**src/design/kns_pkg.sv**
```systemverilog
// Purpose: Constants and types for the keyboard NMI status block
// Assumes: 8-bit registers on a 32-bit AXI4-Lite slave, word index times four
// Notes: Index constants times four give the byte addresses
package kns_pkg;
   localparam int ADDR_W = 8;
   localparam logic [7:0] IDX_SCAN = 8'h09;
   localparam logic [7:0] IDX_RETURN_HIGH = 8'h0B;
   localparam logic [7:0] IDX_NMI = 8'h0C;
   localparam logic [7:0] IDX_ISTAT = 8'h20;
   localparam logic [7:0] IDX_IMASK = 8'h21;
   localparam logic [7:0] ADDR_SCAN = IDX_SCAN << 2;
   localparam logic [7:0] ADDR_RETURN_HIGH = IDX_RETURN_HIGH << 2;
   localparam logic [7:0] ADDR_NMI = IDX_NMI << 2;
   localparam logic [7:0] ADDR_ISTAT = IDX_ISTAT << 2;
   localparam logic [7:0] ADDR_IMASK = IDX_IMASK << 2;
   localparam int NMI_FLAG_LSB = 5;
   localparam int NMI_EN_LSB = 2;
   localparam int NMI_SHIFT4_BIT = 0;
   localparam logic [7:0] SCAN_RST = 8'h00;
   localparam logic [2:0] NMI_RST = 3'h0;
   localparam logic [1:0] RESP_OKAY = 2'h0;
   localparam logic [1:0] RESP_SLVERR = 2'h2;
   // Cause and enable bit 2 = key press, 1 = scan timeout, 0 = diagnostics
   typedef struct packed {
      logic [2:0] flag;
      logic [2:0] en;
      logic rsvd;
      logic shift4;
   } kns_nmi_t;
   typedef enum logic {
      RS_IDLE = 1'b0,
      RS_DATA = 1'b1
   } kns_rst_t;
endpackage

```
**src/design/kns_keyboard_nmi.sv**
```systemverilog
// Purpose: Keyboard shift status, scan pin control and NMI cause logic
// Assumes: Pins synchronous to core_clk; events are one-cycle pulses
// Notes: Key press is edge-detected; a set beats a same-cycle one-write clear
`timescale 1ns/1ps
`default_nettype none
module kns_keyboard_nmi
   import kns_pkg::*;
(
   input wire logic core_clk,
   input wire logic rst_n,
   input wire logic [ADDR_W-1:0] s_axi_awaddr,
   input wire logic s_axi_awvalid,
   output logic s_axi_awready,
   input wire logic [31:0] s_axi_wdata,
   input wire logic [3:0] s_axi_wstrb,
   input wire logic s_axi_wvalid,
   output logic s_axi_wready,
   output logic [1:0] s_axi_bresp,
   output logic s_axi_bvalid,
   input wire logic s_axi_bready,
   input wire logic [ADDR_W-1:0] s_axi_araddr,
   input wire logic s_axi_arvalid,
   output logic s_axi_arready,
   output logic [31:0] s_axi_rdata,
   output logic [1:0] s_axi_rresp,
   output logic s_axi_rvalid,
   input wire logic s_axi_rready,
   input wire logic [3:0] shift_switch_inputs,
   input wire logic fifth_shift_input,
   input wire logic [3:0] upper_return_inputs,
   input wire logic [7:0] lower_return_inputs,
   input wire logic scan_done,
   input wire logic scan_timeout,
   input wire logic system_control_port_b_diag,
   output logic [7:0] scan_pin_o,
   output logic [7:0] scan_pin_oe,
   output logic scan_restart,
   output logic nmi,
   output logic irq
);
   logic aw_got_ff, w_got_ff, wstrb0_ff, key_prev_ff;
   logic [7:0] aw_addr_ff, wd_ff;
   logic [7:0] scan_ctrl_ff;
   logic [2:0] flag_ff, en_ff, istat_ff, imask_ff;
   kns_rst_t rd_state_ff;
   logic wr_go, wr_ok, wr_nmi, wr_scan, wr_istat, wr_imask, wr_map;
   logic any_key, scan_idle, key_ev;
   logic [2:0] ev, en_nxt, nxt_flag, nxt_istat, w1c;
   logic [7:0] ar_word;
   logic [31:0] rd_val;
   logic rd_err;
   kns_nmi_t nmi_view;

   // Write side: address and data latched in either order
   assign wr_go = aw_got_ff & w_got_ff & ~s_axi_bvalid;
   assign wr_ok = wr_go & wstrb0_ff;
   assign wr_map = (aw_addr_ff == ADDR_SCAN) | (aw_addr_ff == ADDR_NMI) |
                   (aw_addr_ff == ADDR_ISTAT) | (aw_addr_ff == ADDR_IMASK) |
                   (aw_addr_ff == ADDR_RETURN_HIGH);
   assign wr_scan = wr_ok & (aw_addr_ff == ADDR_SCAN);
   assign wr_nmi = wr_ok & (aw_addr_ff == ADDR_NMI);
   assign wr_istat = wr_ok & (aw_addr_ff == ADDR_ISTAT);
   assign wr_imask = wr_ok & (aw_addr_ff == ADDR_IMASK);

   always_ff @(posedge core_clk or negedge rst_n) begin
      if (!rst_n) begin
         s_axi_awready <= 1'b1;
         aw_got_ff <= 1'b0;
         aw_addr_ff <= 8'h00;
      end else if (s_axi_awvalid && s_axi_awready) begin
         s_axi_awready <= 1'b0;
         aw_got_ff <= 1'b1;
         aw_addr_ff <= {s_axi_awaddr[7:2], 2'b00};
      end else begin
         if (wr_go) aw_got_ff <= 1'b0;
         if (s_axi_bvalid && s_axi_bready) s_axi_awready <= 1'b1;
      end
   end

   always_ff @(posedge core_clk or negedge rst_n) begin
      if (!rst_n) begin
         s_axi_wready <= 1'b1;
         w_got_ff <= 1'b0;
         wd_ff <= 8'h00;
         wstrb0_ff <= 1'b0;
      end else if (s_axi_wvalid && s_axi_wready) begin
         s_axi_wready <= 1'b0;
         w_got_ff <= 1'b1;
         wd_ff <= s_axi_wdata[7:0];
         wstrb0_ff <= s_axi_wstrb[0];
      end else begin
         if (wr_go) w_got_ff <= 1'b0;
         if (s_axi_bvalid && s_axi_bready) s_axi_wready <= 1'b1;
      end
   end

   // Read-only and unmapped writes get SLVERR, nothing changes
   always_ff @(posedge core_clk or negedge rst_n) begin
      if (!rst_n) begin
         s_axi_bvalid <= 1'b0;
         s_axi_bresp <= RESP_OKAY;
      end else if (wr_go) begin
         s_axi_bvalid <= 1'b1;
         s_axi_bresp <= (wr_map && aw_addr_ff != ADDR_RETURN_HIGH) ? RESP_OKAY : RESP_SLVERR;
      end else if (s_axi_bready) begin
         s_axi_bvalid <= 1'b0;
      end
   end

   // Key detection only while every scan line is held low
   assign any_key = ~&{upper_return_inputs, lower_return_inputs};
   assign scan_idle = &scan_ctrl_ff;
   assign key_ev = scan_idle & any_key & ~key_prev_ff;
   assign ev = {key_ev, scan_timeout, system_control_port_b_diag};

   always_ff @(posedge core_clk or negedge rst_n) begin
      if (!rst_n) key_prev_ff <= 1'b0;
      else key_prev_ff <= any_key;
   end

   always_ff @(posedge core_clk or negedge rst_n) begin
      if (!rst_n) begin
         scan_ctrl_ff <= SCAN_RST;
         scan_pin_oe <= SCAN_RST;
         scan_pin_o <= 8'h00;
      end else begin
         scan_pin_o <= 8'h00;
         if (wr_scan) begin
            scan_ctrl_ff <= wd_ff;
            scan_pin_oe <= wd_ff;
         end else if (scan_done && !any_key) begin
            scan_ctrl_ff <= 8'hFF;
            scan_pin_oe <= 8'hFF;
         end
      end
   end

   always_ff @(posedge core_clk or negedge rst_n) begin
      if (!rst_n) scan_restart <= 1'b0;
      else scan_restart <= key_ev;
   end

   // Set wins over a one-write; a zero enable write still forces clear
   assign en_nxt = wr_nmi ? wd_ff[NMI_FLAG_LSB-1:NMI_EN_LSB] : en_ff;
   assign w1c = wr_nmi ? wd_ff[7:NMI_FLAG_LSB] : 3'h0;
   assign nxt_flag = ((flag_ff & ~w1c) | ev) & en_nxt;
   assign nxt_istat = wr_istat ? ((istat_ff & ~wd_ff[2:0]) | ev) : (istat_ff | ev);

   always_ff @(posedge core_clk or negedge rst_n) begin
      if (!rst_n) begin
         flag_ff <= NMI_RST;
         en_ff <= NMI_RST;
      end else begin
         flag_ff <= nxt_flag;
         en_ff <= en_nxt;
      end
   end

   always_ff @(posedge core_clk or negedge rst_n) begin
      if (!rst_n) nmi <= 1'b0;
      else nmi <= |(nxt_flag & en_nxt);
   end

   always_ff @(posedge core_clk or negedge rst_n) begin
      if (!rst_n) begin
         istat_ff <= 3'h0;
         imask_ff <= 3'h0;
         irq <= 1'b0;
      end else begin
         istat_ff <= nxt_istat;
         if (wr_imask) imask_ff <= wd_ff[2:0];
         irq <= |(nxt_istat & (wr_imask ? wd_ff[2:0] : imask_ff));
      end
   end

   // Read side
   assign ar_word = {s_axi_araddr[7:2], 2'b00};
   always_comb begin
      nmi_view.flag = flag_ff;
      nmi_view.en = en_ff;
      nmi_view.rsvd = 1'b0;
      nmi_view.shift4 = fifth_shift_input;
      rd_err = 1'b0;
      case (ar_word)
         ADDR_SCAN: rd_val = {24'h00_0000, scan_ctrl_ff};
         ADDR_RETURN_HIGH: begin
            rd_val = {24'h00_0000, shift_switch_inputs, upper_return_inputs};
         end
         ADDR_NMI: rd_val = {24'h00_0000, nmi_view};
         ADDR_ISTAT: rd_val = {29'h0000_0000, istat_ff};
         ADDR_IMASK: rd_val = {29'h0000_0000, imask_ff};
         default: begin
            rd_val = 32'h0000_0000;
            rd_err = 1'b1;
         end
      endcase
   end

   always_ff @(posedge core_clk or negedge rst_n) begin
      if (!rst_n) begin
         rd_state_ff <= RS_IDLE;
         s_axi_arready <= 1'b1;
         s_axi_rvalid <= 1'b0;
         s_axi_rdata <= 32'h0000_0000;
         s_axi_rresp <= RESP_OKAY;
      end else begin
         case (rd_state_ff)
            RS_IDLE: begin
               if (s_axi_arvalid) begin
                  rd_state_ff <= RS_DATA;
                  s_axi_arready <= 1'b0;
                  s_axi_rvalid <= 1'b1;
                  s_axi_rdata <= rd_val;
                  s_axi_rresp <= rd_err ? RESP_SLVERR : RESP_OKAY;
               end
            end
            RS_DATA: begin
               if (s_axi_rready) begin
                  rd_state_ff <= RS_IDLE;
                  s_axi_arready <= 1'b1;
                  s_axi_rvalid <= 1'b0;
               end
            end
            default: rd_state_ff <= RS_IDLE;
         endcase
      end
   end
endmodule
`default_nettype wire

```
**config.mk**
```make
export PLATFORM = sky130hd
export DESIGN_NAME = kns_keyboard_nmi
export DESIGN_NICKNAME = d
export VERILOG_FILES = /design/src/design/kns_pkg.sv /design/src/design/kns_keyboard_nmi.sv
export SDC_FILE = /design/constraint.sdc
export NUM_CORES = 1
export LEC_CHECK = 0
export ABC_CLOCK_PERIOD_IN_PS = 2100
export BUFFER_PORTS_ARGS = -buffer_cell sky130_fd_sc_hd__buf_2
export CORE_MARGIN = 4
export CORE_UTILIZATION = 46
export CTS_CLUSTER_SIZE = 28
export DETAILED_ROUTE_END_ITERATION = 12
export GPL_ROUTABILITY_DRIVEN = 0
export GPL_TIMING_DRIVEN = 0
export PLACE_DENSITY = 0.78
export SLEW_MARGIN = 10
export SYNTH_ARGS = -nofsm -noshare
export SYNTH_HDL_FRONTEND = slang
export SYNTH_SLANG_ARGS = --single-unit
```
**constraint.sdc**
```tcl
create_clock -name core_clk -period 2.1 [get_ports core_clk]
set_clock_uncertainty 0.05 [all_clocks]
set_input_delay 0.42 -clock core_clk [delete_from_list [all_inputs] [get_ports core_clk]]
set_output_delay 0.42 -clock core_clk [all_outputs]
set_load 0.01 [all_outputs]
```
==> flow_metrics.tcl, run 1 <==
set metrics [dict create \
    result_of_the_run "finished clean" \
    layout_min_cycle_time_ps 1990 \
    edff_count_synth 0 \
    yosysTopAreaCell "dfrtp_1" \
    wire_per_inst_um 14.4 \
    synthXorXnorAreaFrac_pct 0 \
    report.final.slew_viol_count 0 \
    total_gr_overflow 0 \
    ys_types 41 \
    layout.nets 455 \
    insertion_delay_ps 330 \
    min_path_type "in2async" \
    rsz0062_at_grt "true" \
    start_kind "flip-flop" \
    placement.io_buffers 71 \
    grt_max_degree 58 \
    synth_seq_area_share_pct 50.5 \
    finalCritPeriodShare_pct 94.6 \
    seqCellArea_um2 1430 \
    die-height_um 86.5 \
    cts_num_sinks 57 \
    groute.usage.overall_pct 18.1 \
    tritoncts.num_buffers 9 \
    drc 0 \
    worst-endpoint-required_ps 2260 \
    synth_compound_area_share_pct 10.9 \
    synth_async_sr_flop_share_pct 100 \
    pre_cts_slack_ps 29.6 \
    filler_cell_count 520 \
    floorplan.initialDensity_pct 47.6 \
    post-route-worst-setup-slack_ps 113 \
    adder_and_majority_gate_portion_of_the_synthesized_area_pct 0 \
    core_rows 28 \
    total_area_of_multi_input_combinational_cells_um2 1210 \
    synth.cells.most_frequent "dfrtp_1, buf_4, nand2_1" \
    reg2reg_depth 6 \
    synthesis.area_per_instance_um2 10.9 \
    utilization_pct 60.4 \
    timing.rr.end "nmi" \
    timing.setup.critical_path_class "reg2reg" \
    dp.final_hpwl_um 5170 \
    met3_length_um 676 \
    post_route_cells_drive_above_1_share_pct 40.4 \
    max-slew-margin-rel_pct 53.3 \
    grt_antenna_before_repair 0 \
    drt-total-wl_um 6560 \
    tritoncts "built" \
    vdd_ir_drop_max_uv 573 \
    worstPathMaxFanout 10 \
    htreeDepth 3 \
    core_box_area_um2 5960 \
    cp-endpoint "nmi" \
    drtIter0Drc 158 \
    first_global_vias 2176 \
    worst-endpoint-arrival_ps 2140 \
    setup.reg_to_reg.worst_slack_ps 110 \
    wire_length_of_the_first_global_routing_pass_um 10500 \
    total_of_flip_flops_plus_latches_after_synthesis 57 \
    post_synth_and_or_nand_nor_area_fraction_pct 14.0 \
    dieWidth_um 86.5 \
    power-per-cell-area_nw_per_um2 871 \
    avg_vias_per_cell 4.92 \
    critPathLaunch "s_axi_bvalid" \
    syn-instance-count 259 \
    most_numerous_cell_in_the_yosys_netlist "dfrtp_1" \
    placement_cell_area_um2 3410 \
    clk_transition_reported_paths_ps 60 \
    number_of_optimization_iterations_in_the_first_detailed_route_pass 4 \
    crit-reg2reg-launch "s_axi_bvalid" \
    max_freq_mhz 503 \
    cts.hold.buffers_added 0 \
    yosys_most_used_dff "dfrtp_1" \
    pin_count 139 \
    synth_top_family_by_area "simple AND/OR/NAND/NOR gates" \
    area_delta_synth_final_pct 26.9 \
    post_synth_main_area_contributors "dfrtp_1, buf_4, mux2_2" \
    top_signal_layer_used "met4" \
    number_of_endpoints_failing_setup_at_the_final_stage 0 \
    report.power.total_uw 3130 \
    num_vias 2245 \
    total_leakage_power_uw 0.00189 \
    met2WireLength_um 3100 \
    die_area_um2 7480 \
    wl_met1_um 2700 \
    post_synth_mux_area_share_pct 13.2 \
    max_cap_viol_count 0 \
    final_design_area_no_fill_um2 3600 \
    ys.warnings.count 0 \
    cts_buffer_depth 2 \
    top_cell_type_s_share_of_synthesized_area_pct 47.7 \
    root_driver "clkbuf_8" \
    max_slew.worst_pin.slew_ps 700 \
    diodes 0 \
    synth_cell_area_um2 2830 \
    final-hold-violation-count 0 \
    setup.worst_path.end_class "flip-flop" \
    ant_nets_after_route 0 \
]
==> registers in the layout, summed over array words and instances (netlist names), 3 cells and up <==
register	flops
scan_ctrl_ff	8
s_axi_rdata	8
wd_ff	8
aw_addr_ff	6
imask_ff	3
flag_ff	3
istat_ff	3
en_ff	3
==> kinds of logic (layout without fill, tap and decap cells) <==
kind of cell,Yosys count,in the layout
and+or+nand+nor,68,68
DFF,57,57
buffers and inverters,50,139
AOI/OAI and AO/OA,49,49
muxes,34,34
other,1,34
==> placed cells by master, fill, tap and decap left out, types with 10 or more instances in the layout <==
cell	n
mux2i_1	13
mux2_2	18
nand2_1	19
buf_4	37
inv_1	10
o21ai_0	15
nor2_1	12
conb_1	34
buf_2	70
dfrtp_1	52
a21oi_1	11
==> power by group <==
group,switching [uW],internal (uW)
Sequential,230,1330
Combinational,329,394
Clock,430,418
==> critical path, cell delays in order, from the launching register on <==
cell	delay, ps
dfrtp_2	440
and3b_1	230
buf_6	140
nand4_4	140
mux2_4	340
a21boi_1	140
or3_1	380
==> through the flow <==
step	hold slack (ps)	instances	setup TNS [ps]
2_1_floorplan	74.4	292	0
3_3_place_gp	406	438	0
3_5_place_dp	416	438	0
4_1_cts	180	454	0
5_1_grt	133	456	-28.2
6_report	86.9	456	0
==> how the worst min path moves through the flow <==
stage	to	cells past startpoint
after floorplan	aw_addr_ff[2]	0
after global placement	s_axi_rvalid	1
after detailed placement	s_axi_rdata[1]	2
after CTS	s_axi_awready	2
after global routing	wd_ff[5]	1
final	wd_ff[5]	1
==> cell type report <==
type | instances | area share [%]
well taps | 75 | 2.61
multi-input cells | 185 | 33.7
inverters | 10 | 1.04
clock buffers | 10 | 3.55
flip-flops and latches | 57 | 39.8
clock inverters | 6 | 0.974
repair buffers | 73 | 10.4
plain buffers | 40 | 7.93
==> layer usage <==
layer	GRT usage (%)	vias up
met3	5.23	9
met2	29.8	98
met1	22.4	1050
met5	0	-
met4	6.80	0
li1	-	1088
==> repair_timing <==
| action | in CTS | in global routing |
|---|---|---|
| setup endpoints to repair | 0 | 10 |
| setup buffers | 0 | 2 |
| resized for setup | 0 | 4 |
No activity file was read; power rests on OpenSTA's default activity.
==> run 2, diff against run 1 <==
--- a/config.mk
+++ b/config.mk
@@ -7,12 +7,12 @@
 export LEC_CHECK = 0
 export ABC_CLOCK_PERIOD_IN_PS = 2100
-export BUFFER_PORTS_ARGS = -buffer_cell sky130_fd_sc_hd__buf_2
 export CORE_MARGIN = 4
-export CORE_UTILIZATION = 46
+export CORE_UTILIZATION = 57
 export CTS_CLUSTER_SIZE = 28
 export DETAILED_ROUTE_END_ITERATION = 12
+export DONT_BUFFER_PORTS = 1
 export GPL_ROUTABILITY_DRIVEN = 0
 export GPL_TIMING_DRIVEN = 0
-export PLACE_DENSITY = 0.78
+export PLACE_DENSITY = 0.7
 export SLEW_MARGIN = 10
 export SYNTH_ARGS = -nofsm -noshare
==> constraint.sdc (replaced) <==
create_clock -name core_clk -period 2.1 [get_ports core_clk]
set_clock_uncertainty 0.05 [all_clocks]
set_input_delay 0.21 -clock core_clk [delete_from_list [all_inputs] [get_ports core_clk]]
set_output_delay 0.21 -clock core_clk [all_outputs]
set_load 0.01 [all_outputs]
==> flow_metrics.tcl, run 2 (synthesis results as in run 1) <==
set metrics [dict create \
    dp.final_hpwl_um 4750 \
    pin_count 139 \
    core_rows 25 \
    cts_num_sinks 57 \
    finalCritPeriodShare_pct 96.4 \
    ant_nets_after_route 0 \
    tritoncts.num_buffers 9 \
    drtIter0Drc 73 \
    timing.setup.critical_path_class "reg2reg" \
    critical_path.n_buffers_inverters 1 \
    drc 0 \
    power-per-cell-area_nw_per_um2 935 \
    root_driver "clkbuf_8" \
    worst-endpoint-arrival_ps 2190 \
    timing.hold.worst.start "s_axi_arvalid" \
    crit_chain "and3b_1 -> buf_4 -> nand4_4 -> mux2_4 -> a21boi_1 -> or3_1" \
    number_of_optimization_iterations_in_the_first_detailed_route_pass 4 \
    area_delta_synth_final_pct 25.5 \
    die_area_um2 6160 \
    htreeDepth 3 \
    first_global_vias 2143 \
    final-hold-violation-count 0 \
    insertion_delay_ps 340 \
    min_path_type "in2reg" \
    floorplan.initialDensity_pct 59.6 \
    worstPathMaxFanout 10 \
    grt_antenna_before_repair 0 \
    num_vias 2135 \
    rsz0062_at_grt "false" \
    max_slew.worst_pin.slew_ps 635 \
    max_freq_mhz 494 \
    vdd_ir_drop_max_uv 844 \
    post_route_cells_drive_above_1_share_pct 24.3 \
    largest_registers "s_axi_rdata: 8 flops, scan_ctrl_ff: 8 flops, wd_ff: 8 flops" \
    avg_vias_per_cell 5.28 \
    mostFrequentLayoutCells "dfrtp_1, buf_4, conb_1, dlygate4sd3_1, nand2_1" \
    layout_min_cycle_time_ps 2020 \
    gate_family_responsible_for_the_most_delay_along_the_worst_path "simple AND/OR/NAND/NOR gates" \
    critPathLaunch "s_axi_bvalid" \
    diodes 0 \
    max-slew-margin-rel_pct 57.7 \
    max_cap_viol_count 0 \
    crit_slowest_cell "dfrtp_2" \
    worst-endpoint-required_ps 2270 \
    fin_tns_setup_ps 0 \
    placement_cell_area_um2 3040 \
    worst_path_largest_cell_delay_ps 470 \
    tritoncts "built" \
    core_box_area_um2 4750 \
    report.final.slew_viol_count 0 \
    setup.worst_path.end_class "flip-flop" \
    start_kind "flip-flop" \
    final_common_cell "dfrtp_1" \
    total_gr_overflow 0 \
    dieWidth_um 78.5 \
    placement.io_buffers 0 \
    grt_max_degree 58 \
    number_of_endpoints_failing_setup_at_the_final_stage 0 \
    total_leakage_power_uw 0.00173 \
    final_design_area_no_fill_um2 3560 \
    groute.usage.overall_pct 22.9 \
    clk_transition_reported_paths_ps 70 \
    wire_length_of_the_first_global_routing_pass_um 10700 \
    cts_buffer_depth 2 \
    wire_per_inst_um 16.5 \
    drt-total-wl_um 6680 \
    result_of_the_run "finished clean" \
    die-height_um 78.5 \
    layout.nets 411 \
    crit-reg2reg-launch "s_axi_bvalid" \
    report.power.total_uw 3320 \
]
## run 2: repair_timing
action                                  in CTS  in global routing
gates resized for setup                      0                  2
endpoints found under the setup margin       0                 10
endpoints found under the hold margin       82                  0
hold buffers                                27                  0
setup buffers                                0                  2
## run 2: where the power goes
| part | switching (uW) | leakage (uW) | internal (uW) |
|---|---|---|---|
| registers | 287 | 0.000726 | 1330 |
| logic | 263 | 0.000897 | 372 |
| clock network | 429 | 0.000107 | 644 |
| total | 979 | 0.00173 | 2350 |
## run 2: worst paths after layout
check	slack, ps	end	cells past startpoint
worst max-delay path	80	nmi	6
worst min-delay path	10	s_axi_rvalid	2
worst max register to register	80	nmi	6
worst min register to register	420	s_axi_rvalid	1
max in group asynchronous	1360	s_axi_wready	2
min in group asynchronous	330	s_axi_rvalid	2
## run 2: metal layers
metal  global-route usage [%]  routed length, um  up-vias
met5                        0                  0        -
met4                     9.09                112        0
met3                     9.63                731       15
met2                     36.2               3160      102
met1                     27.6               2680     1018
li1                         -                  -     1000
## run 2: final cells by class
cell class | count | area (um^2)
sequential | 57 | 1430
multi-input combinational | 185 | 1210
fill | 365 | 1200
timing repair buffer | 29 | 303
buffer | 40 | 282
clock buffer | 14 | 173
tap | 67 | 83.8
inverter | 10 | 37.5
clock inverter | 2 | 35.0
## run 2: worst register-to-register path: cells and delay by family (launching register included)
family | cells | cell delay (ps)
flip-flops | 1 | 470
multiplexers | 1 | 340
AND/OR/NAND/NOR | 3 | 750
buffers and inverters | 1 | 170
AO/OA/AOI/OAI | 1 | 130
## run 2: stage by stage
| stage | setup WS, ps | instances | hold WS (ps) | util, % |
|---|---|---|---|---|
| 2_1_floorplan | 206 | 292 | -136 | - |
| 3_3_place_gp | 49.5 | 359 | -134 | 64.0 |
| 3_5_place_dp | 45.1 | 359 | -134 | 64.0 |
| 4_1_cts | 23.9 | 402 | 0.539 | 74.4 |
| 5_1_grt | 2.87 | 404 | 40.0 | 74.8 |
| 6_report | 76.0 | 404 | 11.7 | 74.8 |
==> run 3, diff against run 2 <==
- CORE_UTILIZATION: 57 -> 50
- PLACE_DENSITY: 0.7 -> 0.63
- REMOVE_ABC_BUFFERS: not set -> 1
==> flow_metrics.tcl, run 3 (synthesis results as in run 1) <==
set metrics [dict create \
    result_of_the_run "finished clean" \
    root_driver "clkbuf_8" \
    core_rows 27 \
    power.share.switching_pct 30.1 \
    placement_cell_area_um2 2770 \
    grt_max_degree 58 \
    clk_transition_reported_paths_ps 70 \
    drtIter0Drc 99 \
    max-slew-margin-rel_pct 66.3 \
    die_area_um2 6940 \
    cts_buffer_depth 2 \
    htreeDepth 3 \
    cts_num_sinks 57 \
    layout.nets 374 \
    max_cap_viol_count 0 \
    area_delta_synth_final_pct 16.2 \
    drt-total-wl_um 6180 \
    finalCritPeriodShare_pct 94.5 \
    post_route_cells_drive_above_1_share_pct 17.7 \
    setup.worst_path.end_class "flip-flop" \
    num_vias 1991 \
    worst_hold_slack_ps 18.2 \
    drc 0 \
    power_frac_comb_pct 19.0 \
    tritoncts "built" \
    wire_length_of_the_first_global_routing_pass_um 9890 \
    layout_min_cycle_time_ps 1980 \
    final_design_area_no_fill_um2 3290 \
    mostFrequentLayoutCells "dfrtp_1, conb_1, dlygate4sd3_1, nand2_1, mux2_2" \
    wire_per_inst_um 16.6 \
    dieWidth_um 83.3 \
    first_global_vias 1977 \
    worst-endpoint-required_ps 2270 \
    final-hold-violation-count 0 \
    die-height_um 83.3 \
    report.power.total_uw 3140 \
    total_gr_overflow 0 \
    fin_tns_setup_ps 0 \
    pin_count 139 \
    clkPwrFrac_pct 29.8 \
    vdd_ir_drop_max_uv 653 \
    worst-endpoint-arrival_ps 2160 \
    timing.setup.critical_path_class "reg2reg" \
    pwr-share-seq_pct 51.2 \
    report.final.slew_viol_count 0 \
    placement.io_buffers 0 \
    start_kind "flip-flop" \
    total_leakage_power_uw 0.00154 \
    worstPathMaxFanout 5 \
    avg_vias_per_cell 5.35 \
    filler_cell_count 449 \
    final_common_cell "dfrtp_1" \
    number_of_endpoints_failing_setup_at_the_final_stage 0 \
    number_of_optimization_iterations_in_the_first_detailed_route_pass 4 \
    diodes 0 \
    max_slew.worst_pin.slew_ps 505 \
    min_path_type "in2reg" \
    rsz0062_at_grt "false" \
    largest_registers "s_axi_rdata: 8 flops, scan_ctrl_ff: 8 flops, wd_ff: 8 flops" \
    insertion_delay_ps 340 \
    groute.usage.overall_pct 18.5 \
    floorplan.initialDensity_pct 51.5 \
    core_box_area_um2 5510 \
    tritoncts.num_buffers 9 \
    power-per-cell-area_nw_per_um2 954 \
    dp.final_hpwl_um 4440 \
    p_int_uw 2200 \
    max_freq_mhz 504 \
    grt_antenna_before_repair 0 \
    ant_nets_after_route 0 \
    net-switching-power_uw 946 \
]
## run 3: changes by cell type in the layout (fill, tap and decap cells not counted), sizes merged
cell / previous run / this run
buf: 38 / 6
bufinv: 1 / 0
clkbuf: 19 / 13
clkinv: 1 / 3
## run 3: worst paths after layout
kind | start | endpoint | slack, ps | depth (start not counted)
max reg2reg | aw_addr_ff[6] | nmi | 120 | 5
max in group asynchronous | rst_n | s_axi_awready | 1360 | 2
max | aw_addr_ff[6] | nmi | 120 | 5
min in group asynchronous | rst_n | s_axi_rdata[6] | 330 | 2
min reg2reg | rd_state_ff | s_axi_rvalid | 440 | 1
min | fifth_shift_input | s_axi_rdata[0] | 20 | 2
## run 3: repair_timing
item                                   4_1_cts  5_1_grt
resized for setup                            2        3
setup endpoints to repair                   10        2
pin swaps                                    0        1
setup buffers                                1        4
endpoints found under the hold margin       82        0
hold buffers                                27        0
## run 3: metal layers
layer,routed length (um),GRT usage [%],part of all wire (%),vias up
li1,-,-,-,928
met2,3020,30.0,49,104
met4,111,9.36,1.8,0
met1,2430,21.9,39,948
met5,0,0,0,-
met3,616,5.95,10,11
## run 3: stage by stage
stage               instances  utilization [%]  worst slack [ps]
CTS                       368             59.0              44.2
global route              372             59.8              28.6
finish                    372             59.8               116
floorplan                 252                -               120
global placement          324             50.2              -178
detailed placement        324             50.2              -175
## run 3: cell type report
| type | count | area (um^2) | share of cell area (%) |
|---|---|---|---|
| flip-flops and latches | 57 | 1430 | 43.5 |
| multi-input cells | 185 | 1220 | 37.2 |
| repair buffers | 32 | 325 | 9.88 |
| clock buffers | 13 | 169 | 5.13 |
| well taps | 72 | 90.1 | 2.74 |
| inverters | 10 | 37.5 | 1.14 |
| clock inverters | 3 | 15.0 | 0.456 |
## run 3: critical path, stage by stage, from the launching register on
cell and delay, ps:
dfrtp_1 430, nor3b_4 330, nand4_4 210, mux2_4 340, a21boi_1 140, or3_1 380
## run 3: power groups by stage
| stage | Sequential, uW | Clock [uW] | Combinational, uW |
|---|---|---|---|
| finish | 1610 | 935 | 598 |
| global route | 1650 | 1020 | 657 |
| CTS | 1600 | 965 | 554 |
| detailed placement | 1620 | 0 | 470 |
| global placement | 1620 | 0 | 454 |
| floorplan | 1540 | 0 | 419 |
